`config.mk`:
```
export PLATFORM = sky130hd
export DESIGN_NAME = csp_host
export DESIGN_NICKNAME = d
export VERILOG_FILES = /design/src/csp_pkg.sv /design/src/csp_pin_sync.sv /design/src/csp_host.sv
export SDC_FILE = /design/constraint.sdc
export NUM_CORES = 1
export LEC_CHECK = 0
export ABC_CLOCK_PERIOD_IN_PS = 3420
export BUFFER_PORTS_ARGS = -buffer_cell sky130_fd_sc_hd__clkbuf_2
export CORE_MARGIN = 10
export CORE_UTILIZATION = 35
export CTS_CLUSTER_SIZE = 14
export DETAILED_ROUTE_END_ITERATION = 10
export HOLD_SLACK_MARGIN = 0.06
export PLACE_DENSITY = 0.6
export REMOVE_ABC_BUFFERS = 1
export SLEW_MARGIN = 40
export SYNTH_ARGS = -nofsm -noshare
export SYNTH_HDL_FRONTEND = slang
export SYNTH_SLANG_ARGS = --single-unit
```
`constraint.sdc`:
```
create_clock -name clk_i -period 3.42 [get_ports clk_i]
set_input_delay 0.513 -clock clk_i [delete_from_list [all_inputs] [get_ports clk_i]]
set_output_delay 0.513 -clock clk_i [all_outputs]
set_load 0.1 [all_outputs]
```
`src/csp_pkg.sv`:
```
// Purpose: Shared constants for the codec serial port host controller.
// Assumes: 200 MHz system clock; 16-bit link words, most significant first.
// Notes: Register offsets are byte addresses on the Avalon-MM slave.
package csp_pkg;

  // System clock and derived timing
  localparam int CLK_MHZ = 200;
  localparam int CLK_HZ = CLK_MHZ * 1000000;
  localparam int LOCK_TIME_NS = 1000000;
  localparam int LOCK_CYC = (LOCK_TIME_NS * CLK_MHZ + 999) / 1000;
  localparam int STRAP_HOLD_NS = 100;
  localparam int STRAP_CYC = (STRAP_HOLD_NS * CLK_MHZ + 999) / 1000;
  localparam int FUP_MIN_HZ = 144000;
  localparam int MCLK_HALF_DEF = 12;

  // Link word layout
  localparam int WORD_BITS = 16;
  localparam int SEC_RW_BIT = 13;
  localparam int SEC_ADDR_LSB = 8;
  localparam int PRI_REQ_BIT = 0;

  // Device register addresses and fields
  localparam logic [4:0] DEV_CTRL2 = 5'h02;
  localparam logic [4:0] DEV_PLL_DIV = 5'h03;
  localparam logic [4:0] DEV_PLL_MUL = 5'h04;
  localparam int DEV_DIV10_BIT = 3;

  // Framing strap codes
  localparam logic [1:0] MODE_FRAMED = 2'h0;
  localparam logic [1:0] MODE_PULSE = 2'h1;
  localparam logic [1:0] MODE_SLAVE = 2'h2;
  localparam logic [1:0] MODE_RSVD = 2'h3;

  // Host register byte offsets
  localparam logic [4:0] OFS_CTRL = 5'h00;
  localparam logic [4:0] OFS_STATUS = 5'h04;
  localparam logic [4:0] OFS_TX = 5'h08;
  localparam logic [4:0] OFS_RX = 5'h0C;
  localparam logic [4:0] OFS_CMD = 5'h10;
  localparam logic [4:0] OFS_PLL = 5'h14;

  // Host register fields
  localparam int CTRL_RUN_BIT = 0;
  localparam int CTRL_MODE_LSB = 1;
  localparam int GO_BIT = 31;
  localparam int PLL_N_LSB = 0;
  localparam int PLL_M_LSB = 16;
  localparam int PLL_DIV10_BIT = 28;
  localparam int ST_CMD_BUSY = 0;
  localparam int ST_LOCK_BUSY = 1;
  localparam int ST_PLL_ERR = 2;
  localparam int ST_LINK_ON = 3;
  localparam int ST_RX_VALID = 4;

  // Secondary word builder
  function automatic logic [15:0] csp_sec_word(input logic rw,
      input logic [4:0] addr, input logic [7:0] data);
    return {2'b00, rw, addr, data};
  endfunction

endpackage : csp_pkg

```
`src/csp_pin_sync.sv`:
```
// Purpose: Three-stage synchroniser for link pins with agreement filter.
// Assumes: Inputs are asynchronous to clk_i.
// Notes: Output changes once stages two and three agree.
module csp_pin_sync #(
  parameter int W = 4
) (
  input wire logic clk_i,
  input wire logic resetn_i,
  input wire logic [W-1:0] d_i,
  output logic [W-1:0] q_o
);
  logic [W-1:0] s1;
  logic [W-1:0] s2;
  logic [W-1:0] s3;

  // Shift chain and agreement filter
  always_ff @(posedge clk_i or negedge resetn_i) begin
    if (!resetn_i) begin
      s1 <= '0;
      s2 <= '0;
      s3 <= '0;
      q_o <= '0;
    end else begin
      s1 <= d_i;
      s2 <= s1;
      s3 <= s2;
      q_o <= (~(s2 ^ s3) & s2) | ((s2 ^ s3) & q_o);
    end
  end
endmodule // csp_pin_sync

```
`src/csp_host.sv`:
```
// Purpose: Host controller driving a voiceband codec serial port and PLL.
// Assumes: Codec is bit-clock master in framing modes 0 and 1; in mode 2
//   the bit clock comes from the daisy-chain master on aux_bit_clk_i.
// Notes: Host samples serial_out on bit clock falls, drives on rises.
//
// The implementer's own choice: register access over Avalon-MM.
module csp_host
  import csp_pkg::*;
#(
  parameter int MCLK_HALF = csp_pkg::MCLK_HALF_DEF,
  parameter int LOCK_CYCLES = csp_pkg::LOCK_CYC
) (
  input wire logic clk_i,
  input wire logic resetn_i,
  input wire logic [4:0] avs_address_i,
  input wire logic avs_read_i,
  input wire logic avs_write_i,
  input wire logic [31:0] avs_writedata_i,
  input wire logic [3:0] avs_byteenable_i,
  output logic [31:0] avs_readdata_o,
  output logic avs_waitrequest_o,
  output logic mclk_o,
  output logic codec_reset_n_o,
  input wire logic sclk_i,
  output logic sclk_o,
  output logic sclk_oe_n_o,
  input wire logic serial_out_i,
  output logic serial_out_o,
  output logic serial_out_oe_n_o,
  input wire logic frame_sync_i,
  input wire logic aux_bit_clk_i,
  output logic serial_in_o
);
  import csp_pkg::*;

  typedef enum logic [5:0] {
    SQ_IDLE = 6'b000001,
    SQ_USER = 6'b000010,
    SQ_CTL = 6'b000100,
    SQ_DIV = 6'b001000,
    SQ_MUL = 6'b010000,
    SQ_LOCK = 6'b100000
  } csp_seq_e;

  localparam logic [31:0] MCLK_HZ = 32'(CLK_HZ / (2 * MCLK_HALF));
  localparam logic [31:0] N_MAX = MCLK_HZ / 32'(FUP_MIN_HZ);
  localparam logic [31:0] LOCK_LAST = 32'(LOCK_CYCLES - 1);
  localparam logic [7:0] STRAP_LAST = 8'(STRAP_CYC);
  localparam logic [7:0] MCLK_LAST = 8'(MCLK_HALF - 1);

  // Host registers and state
  logic ctrl_run;
  logic [1:0] ctrl_mode;
  logic [1:0] mode_lat;
  logic [14:0] tx_audio;
  logic [15:0] rx_audio;
  logic rx_valid;
  logic rx_new;
  logic [15:0] user_word;
  logic [7:0] cmd_rdata;
  logic [7:0] pll_div_m1;
  logic [7:0] pll_mul_m1;
  logic pll_div10;
  logic pll_err;
  csp_seq_e seq;
  logic cmd_pending;
  logic [15:0] cmd_word;
  logic [31:0] lock_cnt;
  logic [7:0] strap_cnt;
  logic [7:0] mclk_cnt;
  logic link_en;
  // Link state
  logic [3:0] sync_q;
  logic bit_clk_q;
  logic fs_q;
  logic armed;
  logic active;
  logic [3:0] bit_cnt;
  logic [15:0] rx_sh;
  logic [15:0] tx_sh;
  logic lk_done;
  logic cur_sec;
  logic req_sent;
  logic cmd_done;

  // Bus strobes and decode
  logic wr_fire;
  logic rd_fire;
  logic user_go;
  logic pll_go;
  logic pll_bad;
  logic [8:0] n_eff;
  logic [8:0] m_eff;
  logic [8:0] n_m1;
  logic [8:0] m_m1;
  logic bit_clk;
  logic bit_rise;
  logic bit_fall;
  logic start;
  logic [15:0] prim_word;

  assign wr_fire = avs_write_i && !avs_waitrequest_o && (&avs_byteenable_i);
  assign rd_fire = avs_read_i && !avs_waitrequest_o;
  assign user_go = wr_fire && avs_address_i == OFS_CMD
                   && avs_writedata_i[GO_BIT];
  assign pll_go = wr_fire && avs_address_i == OFS_PLL
                  && avs_writedata_i[GO_BIT];
  assign n_eff = avs_writedata_i[PLL_N_LSB +: 9];
  assign m_eff = avs_writedata_i[PLL_M_LSB +: 9];
  assign n_m1 = n_eff - 9'h001;
  assign m_m1 = m_eff - 9'h001;
  // Ratios 1..256 fit 8 bits; divider bounded by update rate
  assign pll_bad = n_eff == 9'h000 || m_eff == 9'h000
                   || n_eff > 9'h100 || m_eff > 9'h100
                   || {23'h0, n_eff} > N_MAX;

  // Link edge detection on filtered pins
  assign bit_clk = (mode_lat == MODE_SLAVE) ? sync_q[3] : sync_q[0];
  assign bit_rise = bit_clk && !bit_clk_q;
  assign bit_fall = !bit_clk && bit_clk_q;
  // Mode 1 starts one bit after the pulse, others on sync rise
  assign start = (mode_lat == MODE_PULSE) ? armed
                 : (sync_q[1] && !fs_q);
  assign prim_word = {tx_audio, cmd_pending};
  assign serial_in_o = tx_sh[15];

  // Pin synchroniser: clock, sync, data, aux clock
  csp_pin_sync #(.W(4)) u_sync (
    .clk_i(clk_i),
    .resetn_i(resetn_i),
    .d_i({aux_bit_clk_i, serial_out_i, frame_sync_i, sclk_i}),
    .q_o(sync_q)
  );

  // Avalon slave handshake: accept, then one low waitrequest cycle
  always_ff @(posedge clk_i or negedge resetn_i) begin
    if (!resetn_i) begin
      avs_waitrequest_o <= 1'b1;
      avs_readdata_o <= 32'h0;
    end else begin
      avs_waitrequest_o <= 1'b1;
      if ((avs_read_i || avs_write_i) && avs_waitrequest_o) begin
        avs_waitrequest_o <= 1'b0;
        unique case (avs_address_i)
          OFS_CTRL: avs_readdata_o <= {29'h0, ctrl_mode, ctrl_run};
          OFS_STATUS: avs_readdata_o <= {27'h0, rx_valid, link_en, pll_err,
              seq == SQ_LOCK, seq != SQ_IDLE && seq != SQ_LOCK};
          OFS_TX: avs_readdata_o <= {17'h0, tx_audio};
          OFS_RX: avs_readdata_o <= {16'h0, rx_audio};
          OFS_CMD: avs_readdata_o <= {16'h0, user_word[15:8], cmd_rdata};
          OFS_PLL: avs_readdata_o <= {3'h0, pll_div10, 3'h0,
              {1'b0, pll_mul_m1} + 9'h001, 7'h0,
              {1'b0, pll_div_m1} + 9'h001};
          default: avs_readdata_o <= 32'h0;
        endcase
      end
    end
  end

  // Software writable control registers
  always_ff @(posedge clk_i or negedge resetn_i) begin
    if (!resetn_i) begin
      ctrl_run <= 1'b0;
      ctrl_mode <= MODE_FRAMED;
      tx_audio <= 15'h0;
      user_word <= 16'h0;
      pll_div_m1 <= 8'h00;
      pll_mul_m1 <= 8'h00;
      pll_div10 <= 1'b0;
    end else if (wr_fire) begin
      unique case (avs_address_i)
        OFS_CTRL: begin
          ctrl_run <= avs_writedata_i[CTRL_RUN_BIT];
          ctrl_mode <= avs_writedata_i[CTRL_MODE_LSB +: 2];
        end
        OFS_TX: tx_audio <= avs_writedata_i[14:0];
        OFS_CMD: begin
          if (seq == SQ_IDLE) begin
            // One access: read/write bit, address, data
            user_word <= csp_sec_word(avs_writedata_i[SEC_RW_BIT],
                avs_writedata_i[SEC_ADDR_LSB +: 5],
                avs_writedata_i[7:0]);
          end
        end
        OFS_PLL: begin
          if (seq == SQ_IDLE && !pll_bad) begin
            pll_div_m1 <= n_m1[7:0];
            pll_mul_m1 <= m_m1[7:0];
            pll_div10 <= avs_writedata_i[PLL_DIV10_BIT];
          end
        end
        default: ;
      endcase
    end
  end

  // Receive-valid flag: a new sample beats the read clear
  always_ff @(posedge clk_i or negedge resetn_i) begin
    if (!resetn_i) begin
      rx_valid <= 1'b0;
    end else if (rx_new) begin
      rx_valid <= 1'b1;
    end else if (rd_fire && avs_address_i == OFS_RX) begin
      rx_valid <= 1'b0;
    end
  end

  // Master clock divider
  always_ff @(posedge clk_i or negedge resetn_i) begin
    if (!resetn_i) begin
      mclk_cnt <= 8'h00;
      mclk_o <= 1'b0;
    end else if (mclk_cnt == MCLK_LAST) begin
      mclk_cnt <= 8'h00;
      mclk_o <= !mclk_o;
    end else begin
      mclk_cnt <= mclk_cnt + 8'h01;
    end
  end

  // Codec reset and strap drive; mode latched while held in reset
  always_ff @(posedge clk_i or negedge resetn_i) begin
    if (!resetn_i) begin
      codec_reset_n_o <= 1'b0;
      mode_lat <= MODE_FRAMED;
      strap_cnt <= 8'h00;
      sclk_o <= 1'b0;
      serial_out_o <= 1'b0;
      sclk_oe_n_o <= 1'b0;
      serial_out_oe_n_o <= 1'b0;
      link_en <= 1'b0;
    end else if (!ctrl_run || ctrl_mode == MODE_RSVD) begin
      codec_reset_n_o <= 1'b0;
      mode_lat <= ctrl_mode;
      strap_cnt <= 8'h00;
      sclk_o <= ctrl_mode[1];
      serial_out_o <= ctrl_mode[0];
      sclk_oe_n_o <= 1'b0;
      serial_out_oe_n_o <= 1'b0;
      link_en <= 1'b0;
    end else begin
      codec_reset_n_o <= 1'b1;
      if (strap_cnt != STRAP_LAST) begin
        strap_cnt <= strap_cnt + 8'h01;
      end else begin
        // Slave mode keeps the clock pin strapped
        sclk_oe_n_o <= (mode_lat == MODE_SLAVE) ? 1'b0 : 1'b1;
        serial_out_oe_n_o <= 1'b1;
        link_en <= 1'b1;
      end
    end
  end

  // Bit engine: sample serial_out on bit clock falls
  always_ff @(posedge clk_i or negedge resetn_i) begin
    if (!resetn_i) begin
      bit_clk_q <= 1'b0;
      fs_q <= 1'b0;
      armed <= 1'b0;
      active <= 1'b0;
      bit_cnt <= 4'h0;
      rx_sh <= 16'h0;
      lk_done <= 1'b0;
    end else begin
      bit_clk_q <= bit_clk;
      lk_done <= 1'b0;
      if (!link_en) begin
        fs_q <= 1'b0;
        armed <= 1'b0;
        active <= 1'b0;
        bit_cnt <= 4'h0;
      end else if (bit_fall) begin
        fs_q <= sync_q[1];
        armed <= sync_q[1] && !active;
        if (active) begin
          rx_sh <= {rx_sh[14:0], sync_q[2]};
          bit_cnt <= bit_cnt + 4'h1;
          if (bit_cnt == 4'hF) begin
            active <= 1'b0;
            lk_done <= 1'b1;
          end
        end else if (start) begin
          rx_sh <= {rx_sh[14:0], sync_q[2]};
          bit_cnt <= 4'h1;
          active <= 1'b1;
        end
      end
    end
  end

  // Word engine: primary and secondary words, transmit shifter
  always_ff @(posedge clk_i or negedge resetn_i) begin
    if (!resetn_i) begin
      tx_sh <= 16'h0;
      cur_sec <= 1'b0;
      req_sent <= 1'b0;
      rx_audio <= 16'h0;
      rx_new <= 1'b0;
      cmd_rdata <= 8'h00;
      cmd_done <= 1'b0;
    end else begin
      rx_new <= 1'b0;
      cmd_done <= 1'b0;
      if (!link_en) begin
        cur_sec <= 1'b0;
        tx_sh <= prim_word;
        req_sent <= cmd_pending;
      end else if (lk_done && cur_sec) begin
        // Secondary done: low byte is read data
        cur_sec <= 1'b0;
        cmd_rdata <= rx_sh[7:0];
        cmd_done <= 1'b1;
        tx_sh <= {tx_audio, 1'b0};
        req_sent <= 1'b0;
      end else if (lk_done) begin
        // Primary done: audio out, secondary next if requested
        rx_audio <= (mode_lat == MODE_SLAVE)
                    ? {rx_sh[15:1], 1'b0} : rx_sh;
        rx_new <= 1'b1;
        if (req_sent) begin
          cur_sec <= 1'b1;
          tx_sh <= cmd_word;
        end else begin
          tx_sh <= prim_word;
          req_sent <= cmd_pending;
        end
      end else if (!active && !cur_sec) begin
        tx_sh <= prim_word;
        req_sent <= cmd_pending;
      end else if (active && bit_rise) begin
        tx_sh <= {tx_sh[14:0], 1'b0};
      end
    end
  end

  // Command sequencer: single access or PLL programming sequence
  always_ff @(posedge clk_i or negedge resetn_i) begin
    if (!resetn_i) begin
      seq <= SQ_IDLE;
      cmd_pending <= 1'b0;
      cmd_word <= 16'h0;
      lock_cnt <= 32'h0;
      pll_err <= 1'b0;
    end else begin
      unique case (seq)
        SQ_IDLE: begin
          if (user_go) begin
            cmd_word <= csp_sec_word(avs_writedata_i[SEC_RW_BIT],
                avs_writedata_i[SEC_ADDR_LSB +: 5],
                avs_writedata_i[7:0]);
            cmd_pending <= 1'b1;
            seq <= SQ_USER;
          end else if (pll_go && pll_bad) begin
            pll_err <= 1'b1;
          end else if (pll_go) begin
            pll_err <= 1'b0;
            cmd_word <= csp_sec_word(1'b0, DEV_CTRL2,
                {4'h0, avs_writedata_i[PLL_DIV10_BIT], 3'h0});
            cmd_pending <= 1'b1;
            seq <= SQ_CTL;
          end
        end
        SQ_USER: begin
          if (cmd_done) begin
            cmd_pending <= 1'b0;
            seq <= SQ_IDLE;
          end
        end
        SQ_CTL: begin
          if (cmd_done) begin
            cmd_word <= csp_sec_word(1'b0, DEV_PLL_DIV,
                pll_div_m1);
            seq <= SQ_DIV;
          end
        end
        SQ_DIV: begin
          if (cmd_done) begin
            cmd_word <= csp_sec_word(1'b0, DEV_PLL_MUL,
                pll_mul_m1);
            seq <= SQ_MUL;
          end
        end
        SQ_MUL: begin
          if (cmd_done) begin
            cmd_pending <= 1'b0;
            lock_cnt <= 32'h0;
            seq <= SQ_LOCK;
          end
        end
        SQ_LOCK: begin
          if (lock_cnt == LOCK_LAST) begin
            seq <= SQ_IDLE;
          end else begin
            lock_cnt <= lock_cnt + 32'h1;
          end
        end
      endcase
    end
  end
endmodule // csp_host

```
==> flow_summary.ini <==
[power]
seq_power_share_pct = 48.5
ir_drop_uv = 351
switching_share_pct = 22.6
power_mw = 5.69
power_switching_mw = 1.28
combPwrFrac_pct = 4.5
power-per-cell-area_mw_per_mm2 = 450
intPower_mw = 4.40
p_clk_share_pct = 47.0
power_leakage_nw = 5.78

[route]
drc = 0
drt_iter0_markers = 533
wl_per_cell_um = 17.9
vias = 8176
routed_via_density = 5.37
ant_nets = 0
first_pass_iters = 5
drt-total-wl_um = 27200

[timing]
rsz0062_at_grt = false
worst_clock_skew_ns = 0.0196
tns_ns = 0
worst_pin_slew_ns = 0.822
slew_violations = 0
period_share_pct = 74.1
min_period_ns = 2.54
finalSetupViolations = 0
final-hold-violation-count = 0
max_freq_mhz = 394
setup_slack_ns = 0.885
relSlewSlack_pct = 45.0

[logic_synthesis]
yosysTopAreaCellShare_pct = 52.2
syn_area_mm2 = 0.0109
yosysSeqAreaShare_pct = 52.7
synth_largest_area_cell = dfrtp_1
syn_inst = 1028
synth_area_per_cell_um2 = 10.6
yosys_register_bits = 230
ys_async_sr_fraction_pct = 100
ys.flop_type = dfrtp_1
synth_edf_count = 0
ys_top_cells_by_area = dfrtp_1 52%, mux2_2 5.6%, nand2_1 4.2%, a21oi_1 2.5%, mux2i_1 2.5%
synth_cell_types = 81
synth_warnings = 0

[clocking]
clk_pin_slew_ns = 0.06
htreeDepth = 1
cts_tree = done
clock_latency_ns = 0.53
postCtsSetupBuffers = 0
cts.sinks = 230
cts_buffers = 25
cts_buffer_depth = 3
clock-root-buffer = clkbuf_16

[worst_setup_path]
cp_data_arrival_time_ns = 2.96
critPathKind = reg -> reg
cp-start-kind = flip-flop
r2r_setup_slack_ns = 0.88
setup.worst_path.end_class = flip-flop
crit_fanout = 13
required_ns = 3.85

[die]
dieArea_mm2 = 0.0387
rows = 64
io_pins = 89
start_util_pct = 35.6
coreArea_mm2 = 0.0307
die_w_um = 197
fp.dieH_um = 197

[placement]
pre_cts_ws_ns = 0.591
portBuffers = 76
dp_hpwl_um = 19200
gp_congestion = 0.867

[outcome]
status = finished clean

[finish]
nFillCells = 2987
antennaDiodeCount = 0
drive_gt1_share_pct = 19.3
syn2layout_area_growth_pct = 15.6
final_nets = 1172

[global_routing]
grt_pass1_vias = 8244
grt_first_pass_wirelength_um = 45200
grt-ovfl-total = 0
grt_max_degree = 94
antenna_found_initial = 0
grt_usage_pct = 14.0

[flow_run]
cap_violations = 0

[worst_hold_path]
hold_path_class = in -> reg
==> final cells by class <==
class                           instances  area [µm²]  area share (%)
Sequential cell                       230        5760            45.6
Multi-Input combinational cell        715        4830            38.2
Timing Repair Buffer                  100         598            4.73
Inverter                               39         146            1.16
Tap cell                              396         495            3.92
Clock buffer                           36         717            5.67
Clock inverter                          6        87.6           0.693
==> synthesized netlist by cell type (10+ instances only) <==
cell type,n
nand2_1,123
ha_1,12
o21ai_0,41
nor2_1,62
or4_1,11
dfrtp_1,228
a22oi_1,21
a222oi_1,20
nand2b_1,15
xnor2_1,19
nand3_1,41
mux2i_1,27
xor2_1,25
or3_1,10
a21oi_1,54
nand4_1,16
clkbuf_1,31
nor3_1,12
mux2_2,54
inv_1,38
nor4_1,14
a22o_1,15
o31ai_1,12
==> layer usage <==
layer  wire, µm  vias up  track usage (%)
met5          0        -                0
met4        509        0             3.28
met3       1200       37             2.26
met2      12900      167             22.7
met1      12600     4093             19.3
li1           -     3879                -
==> path summary, 6_finish.rpt <==
path                              start           endpoint  cells past startpoint
setup reg to reg                 seq[1]       lock_cnt[28]                      5
min in group asynchronous      resetn_i       lock_cnt[17]                      2
hold reg to reg            u_sync.s1[2]       u_sync.s2[2]                      0
hold / removal             serial_out_i       u_sync.s1[2]                      1
setup / recovery                 seq[1]       lock_cnt[28]                      5
max in group asynchronous      resetn_i  avs_waitrequest_o                      3
==> state kept, by name (all words and copies together), names as in the netlist, 2 cells and up, named ones only <==
name / cells
pll_mul_m1: 8
seq: 6
u_sync.s2: 4
u_sync.s1: 4
ctrl_mode: 2
rx_sh: 16
user_word: 6
cmd_rdata: 8
u_sync.s3: 4
rx_audio: 16
mclk_cnt: 8
pll_div_m1: 8
tx_sh: 16
lock_cnt: 32
tx_audio: 15
bit_cnt: 4
cmd_word: 14
strap_cnt: 8
avs_readdata_o: 26
==> power groups by stage <==
stage | combinational (mW) | clock, mW | sequential (mW)
finish | 0.255 | 2.67 | 2.76
global route | 0.282 | 2.86 | 2.76
CTS | 0.261 | 2.73 | 2.76
detailed placement | 0.259 | 0 | 2.81
global placement | 0.257 | 0 | 2.81
floorplan | 0.0935 | 0 | 2.82
==> cell usage in the layout, fill, tap and decap left out, drive strengths merged, types with 3 or more instances in the layout <==
master   instances
nor4            16
xnor2           19
nor2            63
and4             3
mux2            63
a222oi          20
nor3b            3
or4             13
conb             6
clkinv           3
o31ai           13
nand2b          15
and3             6
clkbuf         111
a21o             4
o22ai            4
o21ai           42
nand2          123
dfrtp          228
mux2i           27
and2             7
nor4b            4
nor2b            6
nand3b           4
nand4           17
nor3            13
or3             10
or2              5
maj3             4
nand3           42
a22o            15
buf             24
a22oi           21
o2111ai          3
inv             40
a21oi           54
o211ai           4
ha              12
xor2            25
==> repair_timing <==
item	in CTS	in global routing
gates resized for setup	0	0
hold buffers	1	0
hold endpoints to repair	18	0
==> through the flow <==
stage / area [µm²] / hold WS, ns / util (%) / cells
6_report: 12600 / 0.0908 / 41.2 / 1522
5_1_grt: 12600 / 0.0747 / 41.2 / 1522
4_1_cts: 12600 / 0.0759 / 41.2 / 1522
3_5_place_dp: 11800 / 0.337 / 38.5 / 1479
3_3_place_gp: 11800 / 0.336 / 38.5 / 1479
2_1_floorplan: 10700 / 0.217 / - / 984
==> cells by family after synthesis <==
kind of cell	synth area share, %
simple gates	16.6
xor+xnor	3.53
compound gates	13.0
mux	8.96
other cells	0.0343
fa+ha+maj	1.74
buf+inv	3.49
flops	52.7
==> worst max-delay path, cell delays in order (launching register included) <==
cell and delay [ns]:
dfrtp_1 0.46, or4b_4 0.58, nor4_4 0.35, o211ai_2 0.33
or4_1 0.58, a21oi_1 0.16
Note: power is estimated with default switching activity, not from simulation.
